--- src/verilog/isc_pkg.sv ---
package isc_pkg;
  // Ordered idle-state code: numeric minimum resolves every level
  typedef enum logic [1:0] {
    ISC_C0 = 2'b00,
    ISC_C1 = 2'b01,
    ISC_C3 = 2'b10,
    ISC_C6 = 2'b11
  } isc_cst_e;

  // Per-core sequencing states
  typedef enum logic [2:0] {
    ISC_SQ_RUN   = 3'b000,
    ISC_SQ_HALT  = 3'b001,
    ISC_SQ_FLUSH = 3'b010,
    ISC_SQ_CLKOF = 3'b011,
    ISC_SQ_SAVE  = 3'b100,
    ISC_SQ_PWROF = 3'b101,
    ISC_SQ_REST  = 3'b110
  } isc_seq_e;

  // Register indices on the plain register port
  localparam logic [3:0] ISC_REG_CFG  = 4'h0;
  localparam logic [3:0] ISC_REG_MISC = 4'h1;
  localparam logic [3:0] ISC_REG_STAT = 4'h2;
  localparam logic [3:0] ISC_REG_CORE = 4'h3;

  // Config and misc register fields
  localparam int ISC_CFG_DEMEN  = 0;
  localparam int ISC_CFG_POL    = 1;
  localparam int ISC_CFG_C1E    = 2;
  localparam int ISC_CFG_CAP    = 3;
  localparam int ISC_MISC_PROMO = 0;
  localparam logic [3:0] ISC_CFG_RST  = 4'h0;
  localparam logic [0:0] ISC_MISC_RST = 1'h0;

  // Residency history: short-stay counter limits
  localparam logic [3:0] ISC_HIST_MAX = 4'hf;
  localparam logic [3:0] ISC_HIST_THR = 4'h8;

  // Frequency step before voltage step, in cycles
  localparam int ISC_FSTEP_NS  = 100;
  localparam int ISC_CLK_NS    = 20;
  localparam int ISC_FSTEP_CYC = (ISC_FSTEP_NS + ISC_CLK_NS - 1) / ISC_CLK_NS;
endpackage
--- src/verilog/isc_coordinator.sv ---
`timescale 1ns/100ps
module isc_coordinator #(
  parameter int NCORE = 2
) (
  input  wire logic             sys_clk,
  input  wire logic             reset_n,
  // Per-thread requests, thread t of core c at index 2c+t
  input  wire logic             thr_req_vld   [2*NCORE],
  input  wire logic [1:0]       thr_req_cst   [2*NCORE],
  input  wire logic             thr_req_c1e   [2*NCORE],
  input  wire logic             thr_req_monitor_wait_instruction [2*NCORE],
  input  wire logic             thr_irq       [2*NCORE],
  input  wire logic             thr_mon_hit   [2*NCORE],
  input  wire logic             core_brk_msk  [NCORE],
  input  wire logic             core_flush_done [NCORE],
  input  wire logic             core_save_done  [NCORE],
  input  wire logic             core_rest_done  [NCORE],
  input  wire logic             mem_brk,
  input  wire logic             plat_grant_c3,
  input  wire logic             plat_grant_c6,
  input  wire logic             plat_hold_hi,
  input  wire logic [3:0]       reg_addr,
  input  wire logic [31:0]      reg_wdata,
  input  wire logic             reg_wr,
  input  wire logic             reg_rd,
  output logic [31:0]           reg_rdata,
  output logic                  thr_awake     [2*NCORE],
  output logic [1:0]            core_cst      [NCORE],
  output logic                  core_snoop_en [NCORE],
  output logic                  core_flush    [NCORE],
  output logic                  core_clk_stop [NCORE],
  output logic                  core_save     [NCORE],
  output logic                  core_pwr_off  [NCORE],
  output logic                  core_restore  [NCORE],
  output logic [1:0]            pkg_req,
  output logic [1:0]            pkg_cst,
  output logic                  pkg_c1e,
  output logic                  pkg_freq_low,
  output logic                  pkg_volt_low,
  output logic                  l3_snoop_en
);

  ////////////////////////////////////////////////////////////////////////////
  // Registers
  logic [3:0] cfg_reg;
  logic [0:0] misc_reg;
  logic       dem_en;
  assign dem_en = cfg_reg[isc_pkg::ISC_CFG_DEMEN];

  // Config and misc writes; demotion disabled at reset
  always_ff @(posedge sys_clk or negedge reset_n) begin
    if (!reset_n) begin
      cfg_reg  <= isc_pkg::ISC_CFG_RST;
      misc_reg <= isc_pkg::ISC_MISC_RST;
    end else if (reg_wr && reg_addr == isc_pkg::ISC_REG_CFG) begin
      cfg_reg <= reg_wdata[3:0];
    end else if (reg_wr && reg_addr == isc_pkg::ISC_REG_MISC) begin
      misc_reg <= reg_wdata[0:0];
    end
  end

  ////////////////////////////////////////////////////////////////////////////
  // Thread state
  logic [1:0] thr_cst [2*NCORE];
  logic       thr_c1e [2*NCORE];
  logic       thr_mw  [2*NCORE];
  logic [1:0] core_res [NCORE];
  logic       core_res_c1e [NCORE];
  logic [1:0] core_cur [NCORE];
  logic [1:0] core_eff [NCORE];
  logic [3:0] hist [NCORE];

  genvar g;
  generate
    for (g = 0; g < 2*NCORE; g++) begin : g_thr
      localparam int C = g / 2;
      logic wake;
      // Wake: interrupt, or monitor hit when entered by monitor wait
      assign wake = thr_irq[g] || (thr_mon_hit[g] && thr_mw[g]);
      always_ff @(posedge sys_clk or negedge reset_n) begin
        if (!reset_n) begin
          thr_cst[g] <= isc_pkg::ISC_C0;
          thr_c1e[g] <= 1'b0;
          thr_mw[g]  <= 1'b0;
        end else if (wake ||
            (core_cur[C] == isc_pkg::ISC_C6 &&
             (thr_irq[2*C] || thr_irq[2*C+1]))) begin
          thr_cst[g] <= isc_pkg::ISC_C0;
          thr_c1e[g] <= 1'b0;
          thr_mw[g]  <= 1'b0;
        end else if (thr_req_vld[g] &&
                     thr_cst[g] == isc_pkg::ISC_C0) begin
          // Only from C0 into another idle state
          thr_cst[g] <= thr_req_cst[g];
          thr_c1e[g] <= thr_req_c1e[g];
          thr_mw[g]  <= thr_req_monitor_wait_instruction[g];
        end
      end
      always_ff @(posedge sys_clk or negedge reset_n) begin
        if (!reset_n) begin
          thr_awake[g] <= 1'b1;
        end else begin
          thr_awake[g] <= (thr_cst[g] == isc_pkg::ISC_C0);
        end
      end
    end
  endgenerate

  ////////////////////////////////////////////////////////////////////////////
  // Core resolution, demotion and sequencing
  generate
    for (g = 0; g < NCORE; g++) begin : g_core
      isc_pkg::isc_seq_e seq_reg;
      isc_pkg::isc_seq_e seq_next;
      logic [1:0] a;
      logic [1:0] b;
      logic [1:0] dem;
      assign a = thr_cst[2*g];
      assign b = thr_cst[2*g+1];
      // Minimum of both threads; C1E only if each thread in C1 asks it
      assign core_res[g] = (a < b) ? a : b;
      assign core_res_c1e[g] =
        (a != isc_pkg::ISC_C1 || thr_c1e[2*g]) &&
        (b != isc_pkg::ISC_C1 || thr_c1e[2*g+1]) &&
        core_res[g] == isc_pkg::ISC_C1;

      // Demotion by residency history; policy bit chooses target
      always_comb begin
        dem = core_res[g];
        if (dem_en && hist[g] >= isc_pkg::ISC_HIST_THR) begin
          if (cfg_reg[isc_pkg::ISC_CFG_POL]) begin
            if (dem > isc_pkg::ISC_C1) dem = isc_pkg::ISC_C1;
          end else if (dem == isc_pkg::ISC_C6) begin
            dem = isc_pkg::ISC_C3;
          end
        end
      end

      // Exit before entry finished is a short stay, later exits are long
      always_ff @(posedge sys_clk or negedge reset_n) begin
        if (!reset_n) begin
          hist[g] <= 4'h0;
        end else if (core_cur[g] > isc_pkg::ISC_C1 &&
                     core_res[g] == isc_pkg::ISC_C0) begin
          if (seq_reg != isc_pkg::ISC_SQ_CLKOF &&
              seq_reg != isc_pkg::ISC_SQ_PWROF) begin
            if (hist[g] != isc_pkg::ISC_HIST_MAX) hist[g] <= hist[g] + 4'h1;
          end else if (hist[g] != 4'h0) begin
            hist[g] <= hist[g] - 4'h1;
          end
        end
      end

      // Effective core state moves only through C0
      always_ff @(posedge sys_clk or negedge reset_n) begin
        if (!reset_n) begin
          core_cur[g] <= isc_pkg::ISC_C0;
        end else if (core_res[g] == isc_pkg::ISC_C0) begin
          core_cur[g] <= isc_pkg::ISC_C0;
        end else if (core_cur[g] == isc_pkg::ISC_C0 &&
                     seq_reg == isc_pkg::ISC_SQ_RUN) begin
          core_cur[g] <= dem;
        end
      end
      assign core_eff[g] = core_cur[g];

      // Entry and exit sequencing per core
      always_comb begin
        seq_next = seq_reg;
        case (seq_reg)
          isc_pkg::ISC_SQ_RUN:
            if (core_cur[g] == isc_pkg::ISC_C1) seq_next = isc_pkg::ISC_SQ_HALT;
            else if (core_cur[g] == isc_pkg::ISC_C3)
              seq_next = isc_pkg::ISC_SQ_FLUSH;
            else if (core_cur[g] == isc_pkg::ISC_C6)
              seq_next = isc_pkg::ISC_SQ_SAVE;
          isc_pkg::ISC_SQ_HALT:
            if (core_cur[g] == isc_pkg::ISC_C0) seq_next = isc_pkg::ISC_SQ_RUN;
          isc_pkg::ISC_SQ_FLUSH:
            if (core_flush_done[g]) seq_next = isc_pkg::ISC_SQ_CLKOF;
          isc_pkg::ISC_SQ_CLKOF:
            // Snoops are not wake sources here
            if (core_cur[g] == isc_pkg::ISC_C0)
              seq_next = isc_pkg::ISC_SQ_RUN;
          isc_pkg::ISC_SQ_SAVE:
            if (core_save_done[g]) seq_next = isc_pkg::ISC_SQ_PWROF;
          isc_pkg::ISC_SQ_PWROF:
            if (core_cur[g] == isc_pkg::ISC_C0)
              seq_next = isc_pkg::ISC_SQ_REST;
          isc_pkg::ISC_SQ_REST:
            if (core_rest_done[g]) seq_next = isc_pkg::ISC_SQ_RUN;
          default: seq_next = isc_pkg::ISC_SQ_RUN;
        endcase
      end

      always_ff @(posedge sys_clk or negedge reset_n) begin
        if (!reset_n) begin
          seq_reg <= isc_pkg::ISC_SQ_RUN;
        end else begin
          seq_reg <= seq_next;
        end
      end

      // Registered core controls
      always_ff @(posedge sys_clk or negedge reset_n) begin
        if (!reset_n) begin
          core_cst[g]      <= isc_pkg::ISC_C0;
          core_snoop_en[g] <= 1'b1;
          core_flush[g]    <= 1'b0;
          core_clk_stop[g] <= 1'b0;
          core_save[g]     <= 1'b0;
          core_pwr_off[g]  <= 1'b0;
          core_restore[g]  <= 1'b0;
        end else begin
          core_cst[g]      <= core_cur[g];
          core_snoop_en[g] <= (seq_next == isc_pkg::ISC_SQ_RUN) ||
                              (seq_next == isc_pkg::ISC_SQ_HALT);
          core_flush[g]    <= (seq_next == isc_pkg::ISC_SQ_FLUSH);
          core_clk_stop[g] <= (seq_next == isc_pkg::ISC_SQ_CLKOF);
          core_save[g]     <= (seq_next == isc_pkg::ISC_SQ_SAVE);
          core_pwr_off[g]  <= (seq_next == isc_pkg::ISC_SQ_PWROF);
          core_restore[g]  <= (seq_next == isc_pkg::ISC_SQ_REST);
        end
      end
    end
  endgenerate

  ////////////////////////////////////////////////////////////////////////////
  // Package resolution
  logic [1:0] min_cst;
  logic       all_c1e;
  logic       all_c1_plain;
  logic [1:0] pkg_tgt;
  logic       tgt_c1e;
  logic [1:0] pkg_prev;
  logic       brk_hold;
  logic       any_irq;
  logic       brk_unmasked;
  logic [2:0] fcnt;

  // Lowest core state across cores
  always_comb begin
    min_cst = isc_pkg::ISC_C6;
    all_c1e = 1'b1;
    all_c1_plain = 1'b1;
    for (int i = 0; i < NCORE; i++) begin
      if (core_eff[i] < min_cst) min_cst = core_eff[i];
      if (!core_res_c1e[i]) all_c1e = 1'b0;
      if (core_eff[i] != isc_pkg::ISC_C1) all_c1_plain = 1'b0;
    end
  end

  // Break classification: interrupts versus memory or snoop
  always_comb begin
    any_irq = 1'b0;
    brk_unmasked = 1'b0;
    for (int i = 0; i < 2*NCORE; i++) begin
      if (thr_irq[i]) begin
        any_irq = 1'b1;
        if (!core_brk_msk[i/2]) brk_unmasked = 1'b1;
      end
    end
  end

  // Apply cap, grants and C1E promotion to the request
  always_comb begin
    pkg_tgt = min_cst;
    tgt_c1e = 1'b0;
    if (cfg_reg[isc_pkg::ISC_CFG_CAP] && pkg_tgt > isc_pkg::ISC_C1) begin
      pkg_tgt = isc_pkg::ISC_C1;
      tgt_c1e = 1'b1;
    end
    if (pkg_tgt == isc_pkg::ISC_C6 && !plat_grant_c6) begin
      pkg_tgt = isc_pkg::ISC_C3;
    end
    if (pkg_tgt == isc_pkg::ISC_C3 && !plat_grant_c3) begin
      pkg_tgt = isc_pkg::ISC_C1;
    end
    if (pkg_tgt == isc_pkg::ISC_C1 && min_cst == isc_pkg::ISC_C1) begin
      tgt_c1e = all_c1e ||
        (all_c1_plain && misc_reg[isc_pkg::ISC_MISC_PROMO]);
    end
    if (!cfg_reg[isc_pkg::ISC_CFG_C1E]) tgt_c1e = 1'b0;
  end

  // Package state: direct moves, break handling
  always_ff @(posedge sys_clk or negedge reset_n) begin
    if (!reset_n) begin
      pkg_cst  <= isc_pkg::ISC_C0;
      pkg_c1e  <= 1'b0;
      pkg_prev <= isc_pkg::ISC_C0;
      brk_hold <= 1'b0;
    end else if (any_irq && brk_unmasked) begin
      pkg_cst <= isc_pkg::ISC_C0;
      pkg_c1e <= 1'b0;
    end else if (any_irq || (mem_brk && !plat_hold_hi)) begin
      // Masked or memory break: keep the previous package state
      pkg_cst <= pkg_prev;
    end else if (mem_brk && plat_hold_hi) begin
      pkg_cst  <= isc_pkg::ISC_C0;
      pkg_c1e  <= 1'b0;
      brk_hold <= 1'b1;
    end else if (brk_hold && plat_hold_hi) begin
      pkg_cst <= isc_pkg::ISC_C0;
    end else begin
      brk_hold <= 1'b0;
      pkg_cst  <= pkg_tgt;
      pkg_c1e  <= tgt_c1e;
      pkg_prev <= pkg_tgt;
    end
  end

  // C1E: frequency drop first, voltage after the step delay
  always_ff @(posedge sys_clk or negedge reset_n) begin
    if (!reset_n) begin
      pkg_freq_low <= 1'b0;
      pkg_volt_low <= 1'b0;
      fcnt         <= 3'h0;
    end else if (pkg_c1e && pkg_cst == isc_pkg::ISC_C1) begin
      pkg_freq_low <= 1'b1;
      if (fcnt != 3'(isc_pkg::ISC_FSTEP_CYC)) fcnt <= fcnt + 3'h1;
      else pkg_volt_low <= 1'b1;
    end else begin
      pkg_freq_low <= 1'b0;
      pkg_volt_low <= 1'b0;
      fcnt         <= 3'h0;
    end
  end

  // Request out; L3 stays snoopable in every state; the request carries C1 as well
  always_ff @(posedge sys_clk or negedge reset_n) begin
    if (!reset_n) begin
      pkg_req     <= isc_pkg::ISC_C0;
      l3_snoop_en <= 1'b1;
    end else begin
      pkg_req     <= min_cst;
      l3_snoop_en <= 1'b1;
    end
  end

  ////////////////////////////////////////////////////////////////////////////
  // Register read, data in the cycle after the strobe
  always_ff @(posedge sys_clk or negedge reset_n) begin
    if (!reset_n) begin
      reg_rdata <= 32'h0;
    end else if (reg_rd) begin
      case (reg_addr)
        isc_pkg::ISC_REG_CFG:  reg_rdata <= {28'h0, cfg_reg};
        isc_pkg::ISC_REG_MISC: reg_rdata <= {31'h0, misc_reg};
        isc_pkg::ISC_REG_STAT: reg_rdata <= {27'h0, pkg_c1e, pkg_req, pkg_cst};
        isc_pkg::ISC_REG_CORE: reg_rdata <= {30'h0, core_cur[0]};
        default:               reg_rdata <= 32'h0;
      endcase
    end else begin
      reg_rdata <= 32'h0;
    end
  end

endmodule

--- config.mk ---
export PLATFORM = sky130hd
export DESIGN_NAME = isc_coordinator
export DESIGN_NICKNAME = d
export VERILOG_FILES = /design/src/verilog/isc_pkg.sv /design/src/verilog/isc_coordinator.sv
export SDC_FILE = /design/constraint.sdc
export NUM_CORES = 1
export LEC_CHECK = 0
export ABC_CLOCK_PERIOD_IN_PS = 4810
export BUFFER_PORTS_ARGS = -buffer_cell sky130_fd_sc_hd__buf_2
export CAP_MARGIN = 25
export CORE_MARGIN = 2
export CORE_UTILIZATION = 50
export CTS_CLUSTER_DIAMETER = 120
export DETAILED_ROUTE_END_ITERATION = 10
export PLACE_DENSITY = 0.81
export SYNTH_ARGS = -nofsm -noshare
export SYNTH_HDL_FRONTEND = slang
export SYNTH_SLANG_ARGS = --single-unit
--- constraint.sdc ---
create_clock -name sys_clk -period 4.81 [get_ports sys_clk]
set_clock_uncertainty 0.15 [all_clocks]
set_input_delay 0.7215 -clock sys_clk [delete_from_list [all_inputs] [get_ports sys_clk]]
set_output_delay 0.7215 -clock sys_clk [all_outputs]
set_load 0.02 [all_outputs]
==> results of run 1 <==
## final timing paths
path,startpoint,to,cells after the start
max in group asynchronous,reset_n,core_snoop_en[1],2
worst max register to register,g_core[1].seq_reg[2],hist[3],8
worst min-delay path,reset_n,thr_mw[1],2
worst min register to register,g_core[0].b[0],thr_awake[2],1
min in group sys_clk,g_core[0].b[0],thr_awake[2],1
worst max-delay path,g_core[1].seq_reg[2],hist[3],8
## critical path: cells and delay by family (launching register included)
kind,cells,cell delay [ns]
adder cells (fa/ha/maj),1,0.29
XOR/XNOR,3,0.50
AND/OR/NAND/NOR,2,0.35
flip-flops,1,0.50
AO/OA/AOI/OAI,2,0.37
## layer usage
metal	GRT usage	vias to the layer above	routed length, um
met3	0.0350	12	437
met5	0	-	0
met4	0.0895	0	163
li1	-	1398	-
met1	0.255	1381	3520
met2	0.289	99	3550
## logic make-up after synthesis
logic type,synth area share
adders and majority gates,0.0512
xor gates and xnor gates,0.0263
AOI/OAI and AO/OA,0.118
and+or+nand+nor,0.164
DFF,0.489
muxes,0.0553
buffers and inverters,0.0942
other,0.00190
## final cells by class
type	count	area (um2)	area share
clock buffers	12	145	0.0321
multi-input cells	269	1750	0.386
clock inverters	4	72.6	0.0160
repair buffers	84	445	0.0984
inverters	15	56.3	0.0124
well taps	102	128	0.0282
flip-flops and latches	77	1930	0.427
## layout by cell type (no fill, tap or decap), types with 3 or more instances in the layout
master / instances
nor3b_1: 7
and2_1: 9
inv_1: 15
xor2_1: 3
xnor2_1: 7
clkbuf_8: 10
nor2_1: 51
nand2_1: 15
dfrtp_1: 71
dfstp_2: 6
mux2_2: 5
a221o_1: 4
o21ai_0: 10
nand3_1: 5
o22ai_1: 3
nand4_1: 4
nor2b_1: 4
conb_1: 28
buf_2: 82
ha_1: 13
a21oi_1: 32
a21o_1: 4
and3_1: 3
nor3_1: 7
mux2i_1: 11
nand4b_1: 3
nand2b_1: 3
## per-stage QoR
stage | power [W] | utilization | setup slack (ns) | area, um2 | hold slack [ns]
2_1_floorplan | 0.00135 | - | 2.74 | 4050 | 0.199
3_3_place_gp | 0.00143 | 0.557 | 2.65 | 4280 | 0.292
3_5_place_dp | 0.00146 | 0.557 | 2.57 | 4280 | 0.300
4_1_cts | 0.00200 | 0.585 | 2.55 | 4500 | 0.304
5_1_grt | 0.00212 | 0.589 | 2.41 | 4530 | 0.266
6_report | 0.00199 | 0.589 | 2.55 | 4530 | 0.232
## report_power, final
part	total [W]	internal [W]	switching, W	leakage, nW
combinational	0.000567	0.000245	0.000322	1.19
sequential	0.000887	0.000765	0.000122	1.02
clock	0.000536	0.000306	0.000230	0.107
total	0.00199	0.00132	0.000673	2.32
==> summary.md, run 1 <==
The fraction of layout instances using a drive strength above 1 came out at 0.269. The total of warnings raised by yosys came out at 0. Across all register-to-register paths, the minimum setup slack is 2.55 ns.

Counting the fill cells in the layout gives 690. STA classifies the critical path endpoint as a register. The number of endpoints with negative hold slack in the final report is 0, and the worst slew slack as a fraction of its limit is 0.431. For this run, the slowest stage of the critical path takes 0.50 ns. The flow ran to the end, and the final reports show no timing, DRC or antenna violations.

The first global-routing pass estimated 12.7 mm of wire. The cell sitting at the root of the clock tree is a clkbuf_8. For this design the ratio of total power to cell area is 439 nW/um2. The die width is 93.0 um, and the final net count is 551. The run gives 0.187 as the total routing resource utilization after global routing. The placeable core area was 7690 um2. Number of buffers added on ports: 83. The congestion estimate from routability-driven global placement came to 0.791. Clock-pin slew was measured on the worst setup and hold paths at 0.08 ns. The most used flip-flop cell after synthesis was dfrtp_1. The critical path is of the reg2reg type. The number of global-route vias before repair is 2752. The worst setup path is launched from a register. Summed over all nets, the half-perimeter wirelength after detailed placement is 5.49 mm.

Leaving out filler cells and counting taps, the final layout contains 563. Global routing finished with a remaining overflow of 0. The run gives 0.248 mV as the worst vdd rail ir drop. The tools report the final-report max-slew violation count as 0. The critical-path maximum fanout came out at 10. For this run, design rule violations remaining after detail routing come to 0. The area share of the largest cell type after synthesis works out to 0.449.

For the sum of negative setup slack, the log shows 0 ns. The synthesized design contains 77 register bits. Buffers inserted to repair hold after CTS numbered 0. Setup violations remaining at the end of the flow were counted as 0. The synthesized design spends more area on one cell type than any other, namely dfrtp_1. The logs give 3 for the number of levels the H-tree was split into and 546 for the post-placement cell count.

The number of cells produced by synthesis was 380. Yosys attributes the largest share of cell area to dfrtp_1 45%, buf_4 5.5%, nor2_1 4.8%, ha_1 4.1%, a21oi_1 4.0%. During I/O placement, the number of pins put on the boundary was 140. Number of antenna violations at the first check in global routing: 0. Fraction of synthesis flops using an asynchronous set or reset pin: 1.00. In this run the vertical extent of the chip is 93.0 um. The signal on the critical path passes through xor2_2, and2_2, ha_1, a21o_1, a21oi_1, xnor2_1, nand2_1, xnor2_1. Based on the critical path, the design can be clocked at up to 0.442 GHz. TritonCTS built the clock tree. After detailed routing, the average wire length per cell comes to 13.6 um. The number of setup buffers added after CTS is 0. The run gives 8640 um2 as the full die area.

The average instance in the mapped netlist occupies 10.4 um2. In this run, distinct cell masters in the synthesized netlist total 60. The final layout contains routed wiring with a total length of 7.67 mm. The sequential area share after synthesis was 0.489. For the number of max-cap violations, the log shows 0. Most instantiated library cell after synthesis: dfrtp_1.

The run gives 0 as the final antenna diode count. The worst path required time was 4.89 ns; the clock net sink count was 77. The cell with the largest stage delay on the worst path was dfrtp_1. The cell area that synthesis handed to floorplanning was 3960 um2. Via count normalized by instance count: 5.13. Setup repair after global routing left no endpoint under its margin.

The total number of vias came out at 2890. The slew at the pin closest to its max-slew limit is 0.842 ns, and the data arrival time at the worst-slack endpoint is 2.34 ns. By count the netlist is led by 71 x dfrtp_1, 51 x nor2_1, 32 x a21oi_1, 29 x buf_4. In this run the deepest clock path goes through 2 buffers. The worst path in the final design needs a cycle of 2.26 ns, including I/O delays and setup. The logs give 0 for the remaining antenna violation count and 0.515 for the effective utilization at floorplan.

The share of the clock period used by the worst path was 0.470; the largest net degree at the start of global routing was 78. The cell that appears most often on the critical path is xnor2_1. The first-pass iteration count of the detailed router came out at 4.

The run gives 0 as the total of cells resized after clock tree synthesis. For this block, the initial DRC count from the detailed router was 59. Counting flops with a built-in enable in the synthesized netlist gives 0. In this run the core area contains 32 standard-cell rows. The number of clock buffers added by TritonCTS is 9. For this design the static power due to leakage is 2.32 nW. The register with the most flip-flops in the layout has 8 of them. The min-delay analysis places its worst path in the category in2async. From synthesis to final layout, the design area changed by 14.5%. The run gives 0.34 ns as the clock insertion delay at the later pin of the skew report.
(Power assumes the default switching activity.)
==> run 2, diff against run 1 <==
--- a/config.mk
+++ b/config.mk
@@ -5,14 +5,14 @@
 export SDC_FILE = /design/constraint.sdc
 export NUM_CORES = 1
 export LEC_CHECK = 0
-export ABC_CLOCK_PERIOD_IN_PS = 4810
+export ABC_CLOCK_PERIOD_IN_PS = 1900
 export BUFFER_PORTS_ARGS = -buffer_cell sky130_fd_sc_hd__buf_2
 export CAP_MARGIN = 25
 export CORE_MARGIN = 2
-export CORE_UTILIZATION = 50
+export CORE_UTILIZATION = 45
 export CTS_CLUSTER_DIAMETER = 120
 export DETAILED_ROUTE_END_ITERATION = 10
-export PLACE_DENSITY = 0.81
+export PLACE_DENSITY = 0.77
 export SYNTH_ARGS = -nofsm -noshare
 export SYNTH_HDL_FRONTEND = slang
 export SYNTH_SLANG_ARGS = --single-unit
==> constraint.sdc (replaced) <==
create_clock -name sys_clk -period 1.9 [get_ports sys_clk]
set_clock_uncertainty 0.15 [all_clocks]
set_input_delay 0.285 -clock sys_clk [delete_from_list [all_inputs] [get_ports sys_clk]]
set_output_delay 0.285 -clock sys_clk [all_outputs]
set_load 0.02 [all_outputs]
==> summary.md, run 2 (synthesis gave the netlist of run 1 again) <==
Leaving out fill and tap cells, the most frequent cells in the layout are 82 x buf_2, 69 x dfrtp_1, 51 x nor2_1, 28 x a21oi_1, 28 x conb_1. The register with the most flip-flops in the layout has 8 of them. The clock insertion delay at the later pin of the skew report is 0.35 ns. The share of the clock period used by the worst path was 0.998. Dividing the detail-routed via count by the number of cells gives 4.97.

The tools report the clock net sink count as 77. The worst setup path is captured at a register. Routability-driven placement finished with a final weighted congestion of 0.834. The class of the most critical setup path was reg2reg. Die extent in y: 97.8 um. The logs give 9 for the number of buffers added by the clock tree synthesis step and 1.99 ns for the worst path required time. The half-perimeter wire length of the detailed placement result is 6.20 mm, and the number of endpoints with negative hold slack in the final report is 0. The tools report the total routing resource utilization after global routing as 0.183. Power per cell area: 1090 nW/um2. The routed design could run at a clock period as short as 1.90 ns. The slowest stage of the critical path is the fa_1 cell. No sink is reached through more buffers than the 2 on the longest clock path. The tools report the core occupancy in the finished layout as 0.551. Entering global routing, the biggest net connects 43 pins. The root buffer cell chosen for the clock tree is clkbuf_8. In this run the number of H-tree levels came out at 3. The worst min-delay path class is in2reg. The final-report max-slew violation count is 0, and the total cell area at the placement stage is 4500 um2.

In this run, the number of DRC markers left after iteration 0 of detailed routing was 114. Max-cap violations in this run came to 0. Data arrival time at the worst-slack endpoint: 1.99 ns. The number of global-route vias before repair is 3033, and the final setup violation count is 0. For this run, the number of standard cells in the final layout without fillers is 595. The number of placed instances, taps included, is 574. After filler insertion, the fill cell instance count of the layout stands at 770. The die covers 9560 um2. For the number of antenna violations at the first check in global routing, the log shows 0. The tools report the post-placement worst setup slack as -0.0134 ns.

The clock transition time at the flip-flop clock pins of the worst setup and hold paths is 0.08 ns, and the fraction of layout instances using a drive strength above 1 is 0.329. The effective utilization at floorplan came out at 0.458. TritonCTS built the clock tree. The signal on the critical path passes through xor2_2, and2_4, buf_4, fa_1, mux2_4. For the final setup slack of the worst path, the log shows 0.00291 ns.

The run gives 0 as the final antenna diode count. The worst setup path is launched from a register. Worst path buffer plus inverter count: 1.

At the end of the flow, the number of nets in the layout was 577. In the detailed route, the total length drawn on met3 is 420 um. The first global-routing pass estimated 14.1 mm of wire. The total routed wirelength is 8.23 mm.

The die width was 97.8 um; the upper clock frequency limit was 0.527 GHz. Leaving out fill and tap cells, the most frequent cell in the layout is buf_2. The final routed DRC violation total was 0. IR analysis of the VDD net gives a maximum drop of 0.602 mV. The number of buffers added on ports is 83. Grouping stages by cell kind, the critical path spends the most delay in adder cells. For the post-layout instance area, the log shows 4750 um2. The total area of multi-input combinational cells is 1800 um2. The wire length on met2 came out at 3.84 mm.

The floorplan step defined a core boundary enclosing 8640 um2. The wire length on met1 came out at 3.79 mm. After detailed routing, the average wire length per cell comes to 13.8 um. The number of top-level design ports came out at 140. The analysis attributes to cell leakage a power of 2.43 nW.

Setup repair after global routing could not meet its margin everywhere. The run gives 0 as the remaining antenna violation count. The highest metal layer with signal wires is met4. Relative to the synthesized area, the layout overhead comes to 20.2%. Across the whole layout, storage elements account for 1940 um2. The tools report the total number of vias as 2956.

The remaining global-route overflow is 0. The first-pass iteration count of the detailed router is 4, and the placement row count is 34. The run finished with clean final reports. The critical-path maximum fanout works out to 3. The largest stage delay on the critical path was 0.44 ns.
run 2: cell types whose count changed in the layout (fill, tap and decap cells not counted), sizes merged:
cell,previous run,this run
buf,84,109
dlygate4sd3,0,1
bufinv,2,1
clkinv,1,2
run 2: per-layer routing:
metal | track usage | vias to the layer above
met3 | 0.0315 | 17
li1 | - | 1459
met4 | 0.0855 | 0
met5 | 0 | -
met1 | 0.243 | 1389
met2 | 0.294 | 91
run 2: final cells by class:
type	instances	share of cell area
inverter	15	0.0118
multi-input combinational	269	0.378
clock buffer	12	0.0305
tap	108	0.0284
timing repair buffer	110	0.134
sequential	77	0.407
clock inverter	4	0.0100
run 2: repair_timing:
action                     CTS  global route
hold buffers                 1             0
buffers inserted             2             2
pin swaps                    3             5
cloned                       0             0
resized for setup            1             7
hold endpoints to repair    61             0
setup endpoints to repair    2            10
run 2: path summary, 6_finish.rpt:
check,startpoint,to,slack [ns],depth (start not counted)
worst max-delay path,g_core[1].seq_reg[2],hist[1],0.003,5
worst min-delay path,thr_req_cst[7],g_core[0].a[1],0.02,3
worst max register to register,g_core[1].seq_reg[2],hist[1],0.003,5
worst min register to register,g_core[0].b[0],thr_awake[2],0.31,1
max in group asynchronous,reset_n,thr_awake[2],0.82,3
min in group asynchronous,reset_n,core_pwr_off[0],0.20,2
run 2: stage by stage:
step            TNS, ns  total power [W]  hold WS, ns
2_1_floorplan   -0.0251          0.00346       -0.161
3_3_place_gp          0          0.00384       0.0340
3_5_place_dp    -0.0134          0.00392       0.0388
4_1_cts        -0.00804          0.00520      0.00711
5_1_grt          -0.377          0.00554       0.0214
6_report              0          0.00518       0.0226
run 2: worst reg2reg max path, stage by stage (launching register included):
cell	delay, ns
dfrtp_1	0.42
xor2_2	0.19
and2_4	0.18
buf_4	0.14
fa_1	0.44
mux2_4	0.26
run 2: power by group:
group,switching [W],total (W),internal (W)
logic,0.000995,0.00180,0.000806
registers,0.000206,0.00214,0.00194
clock network,0.000595,0.00123,0.000640
total,0.00180,0.00518,0.00338
